**config.mk**
```make
export PLATFORM = sky130hd
export DESIGN_NAME = rx_payload_signaling
export DESIGN_NICKNAME = d
export VERILOG_FILES = /design/src/rx_sig_pkg.sv /design/src/rx_payload_signaling.sv
export SDC_FILE = /design/constraint.sdc
export NUM_CORES = 2
export LEC_CHECK = 0
export ABC_AREA = 1
export BUFFER_PORTS_ARGS = -buffer_cell sky130_fd_sc_hd__buf_2
export CAP_MARGIN = 20
export CORE_MARGIN = 1
export CORE_UTILIZATION = 40
export CTS_CLUSTER_SIZE = 28
export DETAILED_ROUTE_END_ITERATION = 10
export MAX_ROUTING_LAYER = met4
export RECOVER_POWER = 25
export SYNTH_ARGS = -nofsm -noshare
export SYNTH_HDL_FRONTEND = slang
export SYNTH_SLANG_ARGS = --single-unit
```
**constraint.sdc**
```tcl
create_clock -name MCLK -period 3.85 [get_ports MCLK]
set_clock_uncertainty 0.2 [all_clocks]
set_input_delay 0.77 -clock MCLK [delete_from_list [all_inputs] [get_ports MCLK]]
set_output_delay 0.77 -clock MCLK [all_outputs]
set_load 0.02 [all_outputs]
```
**src/rx_sig_pkg.sv**
```systemverilog
//==========================================================
// Contract
// - Payload read fills access data register.
// - Snapshot holds first frame signaling per multiframe.
// - Trunk conditioning global or per channel.
// - Replace select per channel or trunk code.
// - Replace with A-law or mu-law milliwatt.
// - Position select keeps two upper nibble bits; code masks only in ESF and SLC96 formats.
// - Force enable fixes ABCD to chosen level; code forces only while framed.
// - Payload enable off disables payload control.
// - Hold keeps stored ABCD unchanged.
// - Filter needs two identical codewords.
// - Irq enable gates change flags onto interrupt.
// - Four-state mode stores only A and B.
// - Sixteen-state default stores A, B, C, D.
// - Busy high during access; host waits.
// - Access control: read flag, seven-bit address.
// - Buffer read fills access data register.
// - Change sets flag; write one clears.
// - First two flag registers map channels 1 to 16.
// - Third flag register maps channels 17 to 24.
// - Buffer addresses 01h-18h are channels 1-24.
//==========================================================
package rx_sig_pkg;
    // Sizes of the block.
    localparam int NUM_LINKS = 2;
    localparam int NUM_CH = 24;
    localparam int NUM_BANKS = 3;
    // Register offsets within one link.
    localparam logic [7:0] OFS_PAY_STAT = 8'hcd;
    localparam logic [7:0] OFS_PAY_CTRL = 8'hce;
    localparam logic [7:0] OFS_PAY_DATA = 8'hcf;
    localparam logic [7:0] OFS_PAY_CFG = 8'hd0;
    localparam logic [7:0] OFS_PAY_EN = 8'hd1;
    localparam logic [7:0] OFS_SIG_CFG = 8'hd2;
    localparam logic [7:0] OFS_SIG_STAT = 8'hd3;
    localparam logic [7:0] OFS_SIG_CTRL = 8'hd4;
    localparam logic [7:0] OFS_SIG_DATA = 8'hd5;
    localparam logic [7:0] OFS_CHG0 = 8'hd6;
    localparam logic [7:0] OFS_CHG1 = 8'hd7;
    localparam logic [7:0] OFS_CHG2 = 8'hd8;
    // Reset values and writable masks.
    localparam logic [7:0] PAY_CFG_RST = 8'h80;
    localparam logic [7:0] PAY_CFG_MASK = 8'hc7;
    localparam logic [7:0] PAY_EN_MASK = 8'h0f;
    localparam logic [7:0] SIG_CFG_RST = 8'h01;
    localparam logic [7:0] SIG_CFG_MASK = 8'h0f;
    // Field positions.
    localparam int SNAP_BIT = 7;
    localparam int GTRK_BIT = 6;
    localparam int GSUB_LSB = 0;
    localparam int POSSEL_BIT = 3;
    localparam int FORCE_BIT = 2;
    localparam int LEVEL_BIT = 1;
    localparam int PAYLOAD_CONTROL_ENABLE_BIT = 0;
    localparam int FREEZE_BIT = 3;
    localparam int FILTER_BIT = 2;
    localparam int IRQEN_BIT = 1;
    localparam int STATE16_BIT = 0;
    localparam int RNW_BIT = 7;
    localparam int STRK_BIT = 4;
    localparam int PER_CHANNEL_REPLACE_SELECT_LSB = 5;
    // Indirect address pieces and banks.
    localparam logic [4:0] IDX_FIRST = 5'h01;
    localparam logic [4:0] IDX_LAST = 5'h18;
    localparam logic [1:0] BANK_PER_CHANNEL_REPLACE_SELECT = 2'h0;
    localparam logic [1:0] BANK_DATA_TRUNK_CODE = 2'h1;
    localparam logic [1:0] BANK_STRK = 2'h2;
    // Frame numbers inside the signaling multiframe.
    localparam logic [4:0] FRM_FIRST = 5'h01;
    localparam logic [4:0] FRM_A = 5'h06;
    localparam logic [4:0] FRM_B = 5'h0c;
    localparam logic [4:0] FRM_C = 5'h12;
    localparam logic [4:0] FRM_D = 5'h18;
    // Mask that keeps only the two upper signaling positions.
    localparam logic [3:0] AB_ONLY = 4'hc;
    // Eight-byte digital milliwatt sequences, byte 0 in the low bits.
    localparam logic [63:0] ALAW_MW = 64'hb4a1a1b4_34212134;
    localparam logic [63:0] MULAW_MW = 64'h9e8b8b9e_1e0b0b1e;
    // Replacement codes.
    typedef enum logic [2:0] {
        REPL_NONE = 3'h0,
        REPL_TRUNK = 3'h1,
        REPL_ALAW = 3'h2,
        REPL_MULAW = 3'h3
    } repl_t;
    // Framing formats reported by the framer.
    typedef enum logic [1:0] {
        FMT_NONE = 2'h0,
        FMT_SF = 2'h1,
        FMT_ESF = 2'h2,
        FMT_SLC96 = 2'h3
    } fmt_t;
endpackage

```
**src/rx_payload_signaling.sv**
```systemverilog
`timescale 1ns/1ps
module rx_payload_signaling (
    // Clock and reset.
    input wire logic MCLK,
    input wire logic RST_B,
    // Register port; ADDR[8] picks the link.
    input wire logic [8:0] ADDR,
    input wire logic [7:0] WDATA,
    input wire logic WR,
    input wire logic RD,
    output logic [7:0] RDATA,
    // Received channel stream from the framer.
    input wire logic RX_VALID,
    input wire logic RX_LINK,
    input wire logic [4:0] RX_CH,
    input wire logic [4:0] RX_FRAME,
    input wire logic [7:0] RX_DATA,
    input wire logic [1:0] RX_SYNC,
    input wire logic [1:0][1:0] RX_FMT,
    // Processed channel stream, one lane per link.
    output logic [1:0] OUT_VALID,
    output logic [1:0][4:0] OUT_CH,
    output logic [1:0][7:0] OUT_DATA,
    output logic [1:0][3:0] RX_SIGNALING_OUTPUT,
    // Interrupt, active high level.
    output logic INT
);

    // Per-link read data and interrupt requests.
    logic [1:0][7:0] rdata_l;
    logic [1:0] irq_l;

    //==========================================================
    // Shared outputs
    //==========================================================
    // Unselected links return zero, so an OR merges them.
    assign RDATA = rdata_l[0] | rdata_l[1];
    // Any link with an enabled pending flag drives the interrupt.
    assign INT = |irq_l;

    //==========================================================
    // One independent copy per link
    //==========================================================
    // per link copy
    for (genvar l = 0; l < rx_sig_pkg::NUM_LINKS; l++) begin : g_link
        // Bus decode for this link.
        logic sel;
        logic wr;
        logic rd;
        logic [7:0] ofs;
        // Direct registers.
        logic [7:0] pay_cfg_q;
        logic [7:0] pay_en_q;
        logic [7:0] sig_cfg_q;
        logic [7:0] pay_ctrl_q;
        logic [7:0] pay_data_q;
        logic [7:0] sig_ctrl_q;
        logic [7:0] sig_data_q;
        logic pay_busy_q;
        logic sig_busy_q;
        logic [23:0] chg_q;
        logic [23:0] chg_d;
        logic [7:0] rdata_q;
        logic [7:0] rmux;
        // Indirect stores: payload banks and signaling buffer.
        logic [7:0] pay_mem [rx_sig_pkg::NUM_BANKS*rx_sig_pkg::NUM_CH];
        logic [3:0] sig_mem [rx_sig_pkg::NUM_CH];
        logic [3:0] prev_cw [rx_sig_pkg::NUM_CH];
        logic [2:0] acc [rx_sig_pkg::NUM_CH];
        logic [3:0] snap [rx_sig_pkg::NUM_CH];
        // Indirect address decode.
        logic pay_ok;
        logic [6:0] pay_idx;
        logic sig_ok;
        logic [4:0] sig_idx;
        // Stream decode.
        logic hit;
        logic framed;
        logic esf;
        logic last;
        logic [3:0] cw;
        logic upd;
        logic changed;
        logic [3:0] sig_o;
        logic [7:0] data_o;
        logic [2:0] rsel;
        logic [7:0] per_channel_replace_select;
        logic [7:0] data_trunk_code;
        logic [7:0] strk;

        assign sel = (ADDR[8] == 1'(l));
        assign wr = WR && sel;
        assign rd = RD && sel;
        assign ofs = ADDR[7:0];

        // Payload indirect address: bank in [6:5], channel in [4:0].
        assign pay_ok = (pay_ctrl_q[4:0] >= rx_sig_pkg::IDX_FIRST)
            && (pay_ctrl_q[4:0] <= rx_sig_pkg::IDX_LAST)
            && (pay_ctrl_q[6:5] != 2'h3);
        assign pay_idx = 7'(pay_ctrl_q[6:5] * 7'(rx_sig_pkg::NUM_CH)
            + pay_ctrl_q[4:0] - rx_sig_pkg::IDX_FIRST);
        assign sig_ok = (sig_ctrl_q[6:0] >= 7'(rx_sig_pkg::IDX_FIRST))
            && (sig_ctrl_q[6:0] <= 7'(rx_sig_pkg::IDX_LAST));
        assign sig_idx = sig_ctrl_q[4:0] - rx_sig_pkg::IDX_FIRST;

        //==========================================================
        // Configuration registers
        //==========================================================
        // Software writes; reserved bits are held at zero.
        always_ff @(posedge MCLK or negedge RST_B) begin
            if (!RST_B) begin
                pay_cfg_q <= rx_sig_pkg::PAY_CFG_RST;
                pay_en_q <= 8'h00;
                sig_cfg_q <= rx_sig_pkg::SIG_CFG_RST;
                pay_ctrl_q <= 8'h00;
                sig_ctrl_q <= 8'h00;
            end else if (wr) begin
                unique case (ofs)
                    rx_sig_pkg::OFS_PAY_CFG: pay_cfg_q <= WDATA & rx_sig_pkg::PAY_CFG_MASK;
                    rx_sig_pkg::OFS_PAY_EN: pay_en_q <= WDATA & rx_sig_pkg::PAY_EN_MASK;
                    rx_sig_pkg::OFS_SIG_CFG: sig_cfg_q <= WDATA & rx_sig_pkg::SIG_CFG_MASK;
                    rx_sig_pkg::OFS_PAY_CTRL: pay_ctrl_q <= WDATA;
                    rx_sig_pkg::OFS_SIG_CTRL: sig_ctrl_q <= WDATA;
                    default: ;
                endcase
            end
        end

        //==========================================================
        // Indirect access engines
        //==========================================================
        // Busy is high for the one cycle in which the access runs.
        always_ff @(posedge MCLK or negedge RST_B) begin
            if (!RST_B) begin
                pay_busy_q <= 1'b0;
                sig_busy_q <= 1'b0;
            end else begin
                pay_busy_q <= wr && (ofs == rx_sig_pkg::OFS_PAY_CTRL);
                sig_busy_q <= wr && (ofs == rx_sig_pkg::OFS_SIG_CTRL);
            end
        end

        // Data registers take host writes or indirect read results.
        always_ff @(posedge MCLK or negedge RST_B) begin
            if (!RST_B) begin
                pay_data_q <= 8'h00;
                sig_data_q <= 8'h00;
            end else begin
                if (pay_busy_q && pay_ctrl_q[rx_sig_pkg::RNW_BIT]) begin
                    pay_data_q <= pay_ok ? pay_mem[pay_idx] : 8'h00;
                end else if (wr && ofs == rx_sig_pkg::OFS_PAY_DATA) begin
                    pay_data_q <= WDATA;
                end
                if (sig_busy_q && sig_ctrl_q[rx_sig_pkg::RNW_BIT]) begin
                    sig_data_q <= sig_ok ? {4'h0, sig_mem[sig_idx]} : 8'h00;
                end else if (wr && ofs == rx_sig_pkg::OFS_SIG_DATA) begin
                    sig_data_q <= WDATA;
                end
            end
        end

        // Payload banks are written only by the indirect engine.
        always_ff @(posedge MCLK) begin
            if (pay_busy_q && !pay_ctrl_q[rx_sig_pkg::RNW_BIT] && pay_ok) begin
                pay_mem[pay_idx] <= pay_data_q;
            end
        end

        //==========================================================
        // Signaling extraction
        //==========================================================
        assign hit = RX_VALID && (RX_LINK == 1'(l))
            && (RX_CH < 5'(rx_sig_pkg::NUM_CH));
        assign framed = RX_SYNC[l] && (RX_FMT[l] != rx_sig_pkg::FMT_NONE);
        assign esf = (RX_FMT[l] == rx_sig_pkg::FMT_ESF)
            || (RX_FMT[l] == rx_sig_pkg::FMT_SLC96);
        assign last = hit && framed
            && (RX_FRAME == (esf ? rx_sig_pkg::FRM_D : rx_sig_pkg::FRM_B));

        // Complete codeword as A,B,C,D in bits 3..0.
        always_comb begin
            if (!esf) begin
                cw = {acc[RX_CH][2], RX_DATA[0], acc[RX_CH][2], RX_DATA[0]};
            end else if (sig_cfg_q[rx_sig_pkg::STATE16_BIT]) begin
                cw = {acc[RX_CH], RX_DATA[0]};
            end else begin
                cw = {acc[RX_CH][2], RX_DATA[0], 2'b00};
            end
        end

        assign upd = last && !sig_cfg_q[rx_sig_pkg::FREEZE_BIT]
            && (!sig_cfg_q[rx_sig_pkg::FILTER_BIT] || cw == prev_cw[RX_CH]);
        assign changed = upd && (cw != sig_mem[RX_CH]);

        // Collects A, B and C bits as their frames pass.
        always_ff @(posedge MCLK) begin
            if (hit && framed) begin
                if (RX_FRAME == rx_sig_pkg::FRM_A) begin
                    acc[RX_CH][2] <= RX_DATA[0];
                end
                if (RX_FRAME == rx_sig_pkg::FRM_B && esf) begin
                    acc[RX_CH][1] <= RX_DATA[0];
                end
                if (RX_FRAME == rx_sig_pkg::FRM_C) begin
                    if (sig_cfg_q[rx_sig_pkg::STATE16_BIT]) begin
                        acc[RX_CH][0] <= RX_DATA[0];
                    end else begin
                        acc[RX_CH][2] <= RX_DATA[0];
                    end
                end
                if (RX_FRAME == rx_sig_pkg::FRM_FIRST) begin
                    snap[RX_CH] <= sig_mem[RX_CH];
                end
            end
            if (last) begin
                prev_cw[RX_CH] <= cw;
            end
        end

        // Stored signaling; a host write wins on the same entry.
        always_ff @(posedge MCLK) begin
            if (upd) begin
                sig_mem[RX_CH] <= cw;
            end
            if (sig_busy_q && !sig_ctrl_q[rx_sig_pkg::RNW_BIT] && sig_ok) begin
                sig_mem[sig_idx] <= sig_data_q[3:0];
            end
        end

        //==========================================================
        // Change flags
        //==========================================================
        // set wins over clear
        always_comb begin
            chg_d = chg_q;
            if (wr && ofs == rx_sig_pkg::OFS_CHG0) begin
                chg_d[7:0] = chg_q[7:0] & ~WDATA;
            end
            if (wr && ofs == rx_sig_pkg::OFS_CHG1) begin
                chg_d[15:8] = chg_q[15:8] & ~WDATA;
            end
            if (wr && ofs == rx_sig_pkg::OFS_CHG2) begin
                chg_d[23:16] = chg_q[23:16] & ~WDATA;
            end
            if (changed) begin
                chg_d[RX_CH] = 1'b1;
            end
        end

        // Flag register.
        always_ff @(posedge MCLK or negedge RST_B) begin
            if (!RST_B) begin
                chg_q <= 24'h000000;
            end else begin
                chg_q <= chg_d;
            end
        end

        assign irq_l[l] = sig_cfg_q[rx_sig_pkg::IRQEN_BIT] && (|chg_q);

        //==========================================================
        // Payload and signaling output
        //==========================================================
        assign per_channel_replace_select = pay_mem[RX_CH];
        assign data_trunk_code = pay_mem[7'(rx_sig_pkg::BANK_DATA_TRUNK_CODE) * 7'(rx_sig_pkg::NUM_CH) + 7'(RX_CH)];
        assign strk = pay_mem[7'(rx_sig_pkg::BANK_STRK) * 7'(rx_sig_pkg::NUM_CH) + 7'(RX_CH)];

        // Chooses replacement data and signaling for this channel.
        always_comb begin
            rsel = pay_cfg_q[rx_sig_pkg::GSUB_LSB +: 3];
            if (rsel == rx_sig_pkg::REPL_NONE) begin
                rsel = per_channel_replace_select[rx_sig_pkg::PER_CHANNEL_REPLACE_SELECT_LSB +: 3];
            end
            unique case (rsel)
                rx_sig_pkg::REPL_TRUNK: data_o = data_trunk_code;
                rx_sig_pkg::REPL_ALAW: data_o = rx_sig_pkg::ALAW_MW[8*RX_FRAME[2:0] +: 8];
                rx_sig_pkg::REPL_MULAW: data_o = rx_sig_pkg::MULAW_MW[8*RX_FRAME[2:0] +: 8];
                default: data_o = RX_DATA;
            endcase
            if (pay_cfg_q[rx_sig_pkg::SNAP_BIT] && framed && RX_FRAME != rx_sig_pkg::FRM_FIRST) begin
                sig_o = snap[RX_CH];
            end else begin
                sig_o = sig_mem[RX_CH];
            end
            if (esf && pay_en_q[rx_sig_pkg::POSSEL_BIT]) begin
                sig_o = sig_o & rx_sig_pkg::AB_ONLY;
            end
            if (pay_cfg_q[rx_sig_pkg::GTRK_BIT] || strk[rx_sig_pkg::STRK_BIT]) begin
                sig_o = strk[3:0];
            end
            if (framed && pay_en_q[rx_sig_pkg::FORCE_BIT]) begin
                sig_o = {4{pay_en_q[rx_sig_pkg::LEVEL_BIT]}};
            end
            if (!pay_en_q[rx_sig_pkg::PAYLOAD_CONTROL_ENABLE_BIT]) begin
                data_o = RX_DATA;
                sig_o = sig_mem[RX_CH];
            end
        end

        // Output stage, one cycle after the input channel.
        always_ff @(posedge MCLK or negedge RST_B) begin
            if (!RST_B) begin
                OUT_VALID[l] <= 1'b0;
                OUT_CH[l] <= 5'h00;
                OUT_DATA[l] <= 8'h00;
                RX_SIGNALING_OUTPUT[l] <= 4'h0;
            end else begin
                OUT_VALID[l] <= hit;
                if (hit) begin
                    OUT_CH[l] <= RX_CH;
                    OUT_DATA[l] <= data_o;
                    RX_SIGNALING_OUTPUT[l] <= sig_o;
                end
            end
        end

        //==========================================================
        // Register read back
        //==========================================================
        // Read mux of the direct registers.
        always_comb begin
            unique case (ofs)
                rx_sig_pkg::OFS_PAY_STAT: rmux = {7'h00, pay_busy_q};
                rx_sig_pkg::OFS_PAY_CTRL: rmux = pay_ctrl_q;
                rx_sig_pkg::OFS_PAY_DATA: rmux = pay_data_q;
                rx_sig_pkg::OFS_PAY_CFG: rmux = pay_cfg_q;
                rx_sig_pkg::OFS_PAY_EN: rmux = pay_en_q;
                rx_sig_pkg::OFS_SIG_CFG: rmux = sig_cfg_q;
                rx_sig_pkg::OFS_SIG_STAT: rmux = {7'h00, sig_busy_q};
                rx_sig_pkg::OFS_SIG_CTRL: rmux = sig_ctrl_q;
                rx_sig_pkg::OFS_SIG_DATA: rmux = sig_data_q;
                rx_sig_pkg::OFS_CHG0: rmux = chg_q[7:0];
                rx_sig_pkg::OFS_CHG1: rmux = chg_q[15:8];
                rx_sig_pkg::OFS_CHG2: rmux = chg_q[23:16];
                default: rmux = 8'h00;
            endcase
        end

        // Read data stands for the one cycle after the strobe.
        always_ff @(posedge MCLK or negedge RST_B) begin
            if (!RST_B) begin
                rdata_q <= 8'h00;
            end else begin
                rdata_q <= rd ? rmux : 8'h00;
            end
        end
        assign rdata_l[l] = rdata_q;
    end

endmodule

```
# --- Yosys cells after proc, flatten, opt, wreduce, memory -nomap -nowiden ---
# Memory sizes are Yosys's and may differ from the RTL's.
# Index checks and enable logic that the tools add are counted.
classes:
  n_addsub: 8
  eq_ne: 35
  multipliers: 2
  reduce_logical: 100
  n_shift: 2
  bitwise: 14
  magnitude_cmp: 11
  mux: 98
op_table:
  columns: ["op", "n"]
  rows:
  - ["one-hot mux 8 bit (12 select lines)", 2]
  - ["2-to-1 mux 8 bit", 20]
  - ["indexed part select 64 x 7 -> 8 bit (first input constant)", 2]
  - ["== test 8 bit (second input constant)", 12]
  - ["logical AND 1 bit", 65]
  - ["2-to-1 mux 1 bit", 51]
  - ["AND 8 bit", 6]
  - ["2-to-1 mux 24 bit", 2]
  - ["OR 24 bit", 2]
  - ["one-hot mux 8 bit (3 select lines)", 2]
  - ["OR reduction 24 bit", 2]
  - ["2-to-1 mux 4 bit", 10]
  - ["AND reduction 2 bit", 10]
  - ["2-to-1 mux 3 bit", 6]
  - ["greater-or-equal comparator 5 x 1 -> 1 bit (second input constant)", 3]
  - ["adder 7 x 5 -> 7 bit", 2]
  - ["greater-or-equal comparator 7 x 1 -> 1 bit (second input constant)", 2]
  - ["<= comparator 7 x 5 -> 1 bit (second input constant)", 2]
  - ["subtractor 7 x 1 -> 7 bit (second input constant)", 2]
  - ["== test 3 x 2 -> 1 bit (second input constant)", 4]
  - ["nonzero test 2 bit", 6]
  - ["== test 5 bit", 2]
  - ["<= comparator 5 bit (second input constant)", 2]
  - ["2-to-1 mux 5 bit", 2]
  - ["26 further kinds", 51]
totals:
  mem_count: 10
  register_bits: 194
  ramBits: 1872
  output_inout_bits: 45
memory_table:
  columns: ["name", "depth", "word_bits", "read_ports", "rd_ports_with_merged_regs", "wr", "line", "source"]
  rows:
  - ["g_link[0].pay_mem", 72, 8, 4, 0, 1, "rx_payload_signaling.sv:66", "logic [7:0] pay_mem [rx_sig_pkg::NUM_BANKS*rx_sig_pkg::NUM_CH];"]
  - ["g_link[1].pay_mem", 72, 8, 4, 0, 1, "rx_payload_signaling.sv:66", null]
  - ["g_link[0].prev_cw", 24, 4, 1, 0, 1, "rx_payload_signaling.sv:68", "logic [3:0] prev_cw [rx_sig_pkg::NUM_CH];"]
  - ["g_link[0].sig_mem", 24, 4, 2, 0, 2, "rx_payload_signaling.sv:67", "logic [3:0] sig_mem [rx_sig_pkg::NUM_CH];"]
  - ["g_link[0].snap", 24, 4, 1, 0, 1, "rx_payload_signaling.sv:70", "logic [3:0] snap [rx_sig_pkg::NUM_CH];"]
  - ["g_link[1].prev_cw", 24, 4, 1, 0, 1, "rx_payload_signaling.sv:68", null]
  - ["+4 memories", null, null, null, null, null, null, null]

# --- Depth between registers and ports, before layout ---
depth:
  ltp_word: 9
  depth_mapped: 21

# --- Worst setup path after synthesis ---
# OpenSTA, ideal clock, no wires.
synth_timing:
  path_kind: "input to register"
  from: "in RX_CH[4]"
  to: "reg OUT_DATA[5] (netlist bit)"
  n_path_buf: 6
  setup_time_ns: 0.115
  t_arrival_ns: 3.392
  cell_stages: 18
  required_time_ns: 3.535
  slack_ns: 0.143
  path_cell_list: "inv_1 -> clkbuf_1 -> buf_2 -> buf_1 -> clkbuf_1 -> ha_1 -> clkbuf_1 -> inv_1 -> buf_1 -> nand3_1 -> nand2_1 -> nand2_1 -> nand2_1 -> nor2_1 -> nand3_1 -> nand3_1 -> nor2_1 -> nor2_1"
synth_via:
  elab_chain_cells: 5
synth_rtl:
  columns: ["item", "line", "source"]
  rows:
  - ["start, declared", "rx_payload_signaling.sv:15", "input wire logic [4:0] RX_CH,"]
  - ["branches (longest 5 deep; another with memory read (72 x 8 bit))", null, null]
  - ["end signal, assigned by index", "rx_payload_signaling.sv:311", "OUT_DATA[l] <= data_o;"]
  - ["end, declared", "rx_payload_signaling.sv:23", "output logic [1:0][7:0] OUT_DATA,"]
# Parallel ways; which one is timed is not known.
# A chain may end at the register's enable or synchronous reset.

# --- Final worst setup path ---
layout_timing:
  from: "in RX_DATA[0]"
  to: "mem g_link[0].acc[8][1] (data pin)"
layout_rtl:
  columns: ["item", "line", "source"]
  rows:
  - ["start, declared", "rx_payload_signaling.sv:17", "input wire logic [7:0] RX_DATA,"]
  - ["end, declared", "rx_payload_signaling.sv:69", "logic [2:0] acc [rx_sig_pkg::NUM_CH];"]
# Straight into the memory's write port.

==> impl_metrics.ini <==
[cells_and_area]
nets = 10924
area_delta_synth_final_pct = 15.0
drive_gt1_share_pct = 11.1

[pwr]
vdd_ir_drop_max_mv = 0.499
totalPowerFinal_mw = 52.8
leakagePower_nw = 43.6
power_density_nw_per_um2 = 455

[grt]
grt_usage_pct = 30.7
grt_pass1_vias = 80464
antenna_found_initial = 13
grt_pass1_wl_um = 559000
grt_overflow_total = 0
grt_start_max_net_pins = 190

[synth]
seq_area_frac_synth_pct = 60.5
ys_async_sr_fraction_pct = 9.39
synth_flop_cell = edfxtp_1
synth-seq-cells = 2066
synth_fp_nets = 10582
syn-cell-area_um2 = 101000
synth_top_area_cell = edfxtp_1
synth_cells = 10495
avgSynthCellArea_um2 = 9.62
synth-edff-count = 1872
yosysTopAreaCellShare_pct = 55.7
synth_cell_type_count = 68
yosys_warnings = 0
synthTopCellsByArea = edfxtp_1 (56%), nand2_1 (9.7%), dfrtp_1 (4.7%), nand3_1 (4.0%), nor2_1 (3.8%)

[floorplanning]
die_x_um = 504
dieArea_um2 = 254000
die_h_um = 504
core_um2 = 251000
initial_core_util_pct = 40.2
ioPinCount = 92
rows = 184

[cts]
clockBufferDepth = 3
numCtsBuffers = 216
htree_num_levels = 4
clock-sinks = 2066
clk_pin_slew_ps = 60
cts_tree = done
cts_root_buffer = clkbuf_16
worstSkewPairLatency_ps = 890

[detailed_routing]
dr_wl_met2_um = 175000
met1Wirelength_um = 149000
dr.max_layer_used = met4
met3_wirelength_um = 39700
drc = 0
first_iter_violations = 11885
drt-pass1-iter-count = 7
wirelength_um = 388000
wl_per_cell_um = 27.0
drtAntennaViolNets = 0
vias = 84929
viasPerCell = 5.91

[outcome]
status = finished, violations left
violations = max-capacitance violations, max-slew violations

[job]
drv_cap = 15

[setup_path]
cp_max_fo = 79
crit_arrival_ps = 4170
reg2regPathDepth = 9
critPathRequiredTime_ps = 4240
crit_path_start_kind = input pin
endpoint_kind = register
path_class = input pin to register

[worst_hold_path]
worstHoldPathCells = 3
worstHoldPathType = input pin to register

[place]
port_buffers = 91
dp_hpwl_um = 257000
gp_congestion = 0.986

[sta]
max_freq_mhz = 265
period_share_pct = 98.2
setup_viol = 0
fin_crit_ps = 3780
maxSlewHeadroom_pct = -103
drv_slew = 727
rsz0062_at_grt = false
tightest_slew_ps = 3040
finalHoldViolations = 0
finalSetupTns_ps = 0
-- report_power, final --
group | switching, mW | internal, mW | total, mW
logic | 4.64 | 1.81 | 6.44
registers | 0.320 | 24.7 | 25.0
clock network | 9.29 | 12.1 | 21.4
total | 14.3 | 38.6 | 52.8
-- sequential cells by signal, indices dropped and copies added, names as in the netlist --
| register | count |
|---|---|
| g_link.pay_mem | 1152 |
| g_link.prev_cw | 192 |
| g_link.sig_mem | 192 |
| g_link.snap | 192 |
| g_link.acc | 144 |
| g_link.chg_q | 48 |
| OUT_DATA | 16 |
| g_link.pay_ctrl_q | 16 |
| g_link.pay_data_q | 16 |
| g_link.rdata_q | 16 |
| g_link.sig_ctrl_q | 16 |
| g_link.sig_data_q | 16 |
| OUT_CH | 10 |
| g_link.pay_cfg_q | 10 |
| RX_SIGNALING_OUTPUT | 8 |
| g_link.pay_en_q | 8 |
| g_link.sig_cfg_q | 8 |
| OUT_VALID | 2 |
| g_link.pay_busy_q | 2 |
| g_link.sig_busy_q | 2 |
-- cells in the mapped netlist (80+ instances only) --
library cell and instances:
a22oi_1 93, buf_2 165, a21oi_1 575, o211ai_1 335, o21a_1 80, nor2_1 1028, clkbuf_1 303, nand2_1 2612
dfrtp_1 190, nand4_1 267, edfxtp_1 1872, o21ai_0 663, nand3_1 805, inv_1 790
-- per-layer routing --
layer	vias up	track usage, %
li1	37308	-
met1	41223	39.3
met2	5291	46.3
met3	1107	5.20
met4	0	16.8
met5	-	-
-- final cells by class --
| class | count | area (um2) |
|---|---|---|
| clock inverters | 143 | 1490 |
| fillers | 23272 | 135000 |
| well taps | 3348 | 4190 |
| repair buffers | 783 | 6990 |
| multi-input cells | 6960 | 33600 |
| flip-flops and latches | 2066 | 61100 |
| diodes | 8 | 20.0 |
| inverters | 810 | 3080 |
| clock buffers | 261 | 5650 |
-- placed cells by master, fill, tap and decap left out, types with 80 or more instances in the layout --
cell	count
o21a_1	80
buf_4	558
buf_12	111
a21oi_1	574
buf_2	82
clkbuf_16	219
nor2_1	1023
o21ai_0	660
edfxtp_1	1872
nand2_1	2609
nand4_1	267
dfrtp_1	185
nand3_1	805
a22oi_1	93
o211ai_1	335
inv_1	787
-- metrics by stage --
step | util, % | std cells | setup slack [ps] | area, um2 | hold WS [ps]
final | 46.2 | 14379 | 69.4 | 116000 | 70.1
after global routing | 46.2 | 14375 | 17.9 | 116000 | 36.8
after global placement | 43.4 | 13963 | 24.2 | 109000 | 268
after CTS | 46.3 | 14369 | 50.3 | 116000 | 15.0
after detailed placement | 43.4 | 13963 | 41.8 | 109000 | 269
after floorplan | - | 10495 | 143 | 101000 | 252
-- path summary, 6_finish.rpt --
check	from	end	slack (ps)
worst min register to register	OUT_CH[5]	OUT_CH[5]	290
worst max-delay path	RX_DATA[0]	g_link[0].acc[8][1]	70
min in group asynchronous	RST_B	g_link[1].pay_data_q[2]	830
worst min-delay path	RD	g_link[1].rdata_q[4]	70
worst max register to register	g_link[1].pay_ctrl_q[0]	g_link[1].pay_mem[20][2]	70
max in group asynchronous	RST_B	g_link[1].chg_q[14]	580
-- what timing repair did --
| item | CTS | global route |
|---|---|---|
| gates resized for setup | 0 | 5 |
| buffers inserted | 0 | 0 |
| hold buffers | 2 | 0 |
| hold endpoints to repair | 65 | 0 |
| endpoints found under the setup margin | 0 | 5 |
-- worst max-delay path: stages --
cell and delay, ps:
clkbuf_1 220, clkbuf_1 2170, buf_4 890
-- logic make-up after synthesis --
logic type               after synthesis  share of synthesized area [%]
buffers and inverters               1469                           6.36
AO/OA/AOI/OAI                       2058                           12.4
adder cells (fa/ha/maj)               40                          0.525
flip-flops                          2066                           60.5
AND/OR/NAND/NOR                     4847                           20.1
XOR/XNOR                              15                          0.130
Note: power is estimated with default switching activity, not from simulation.
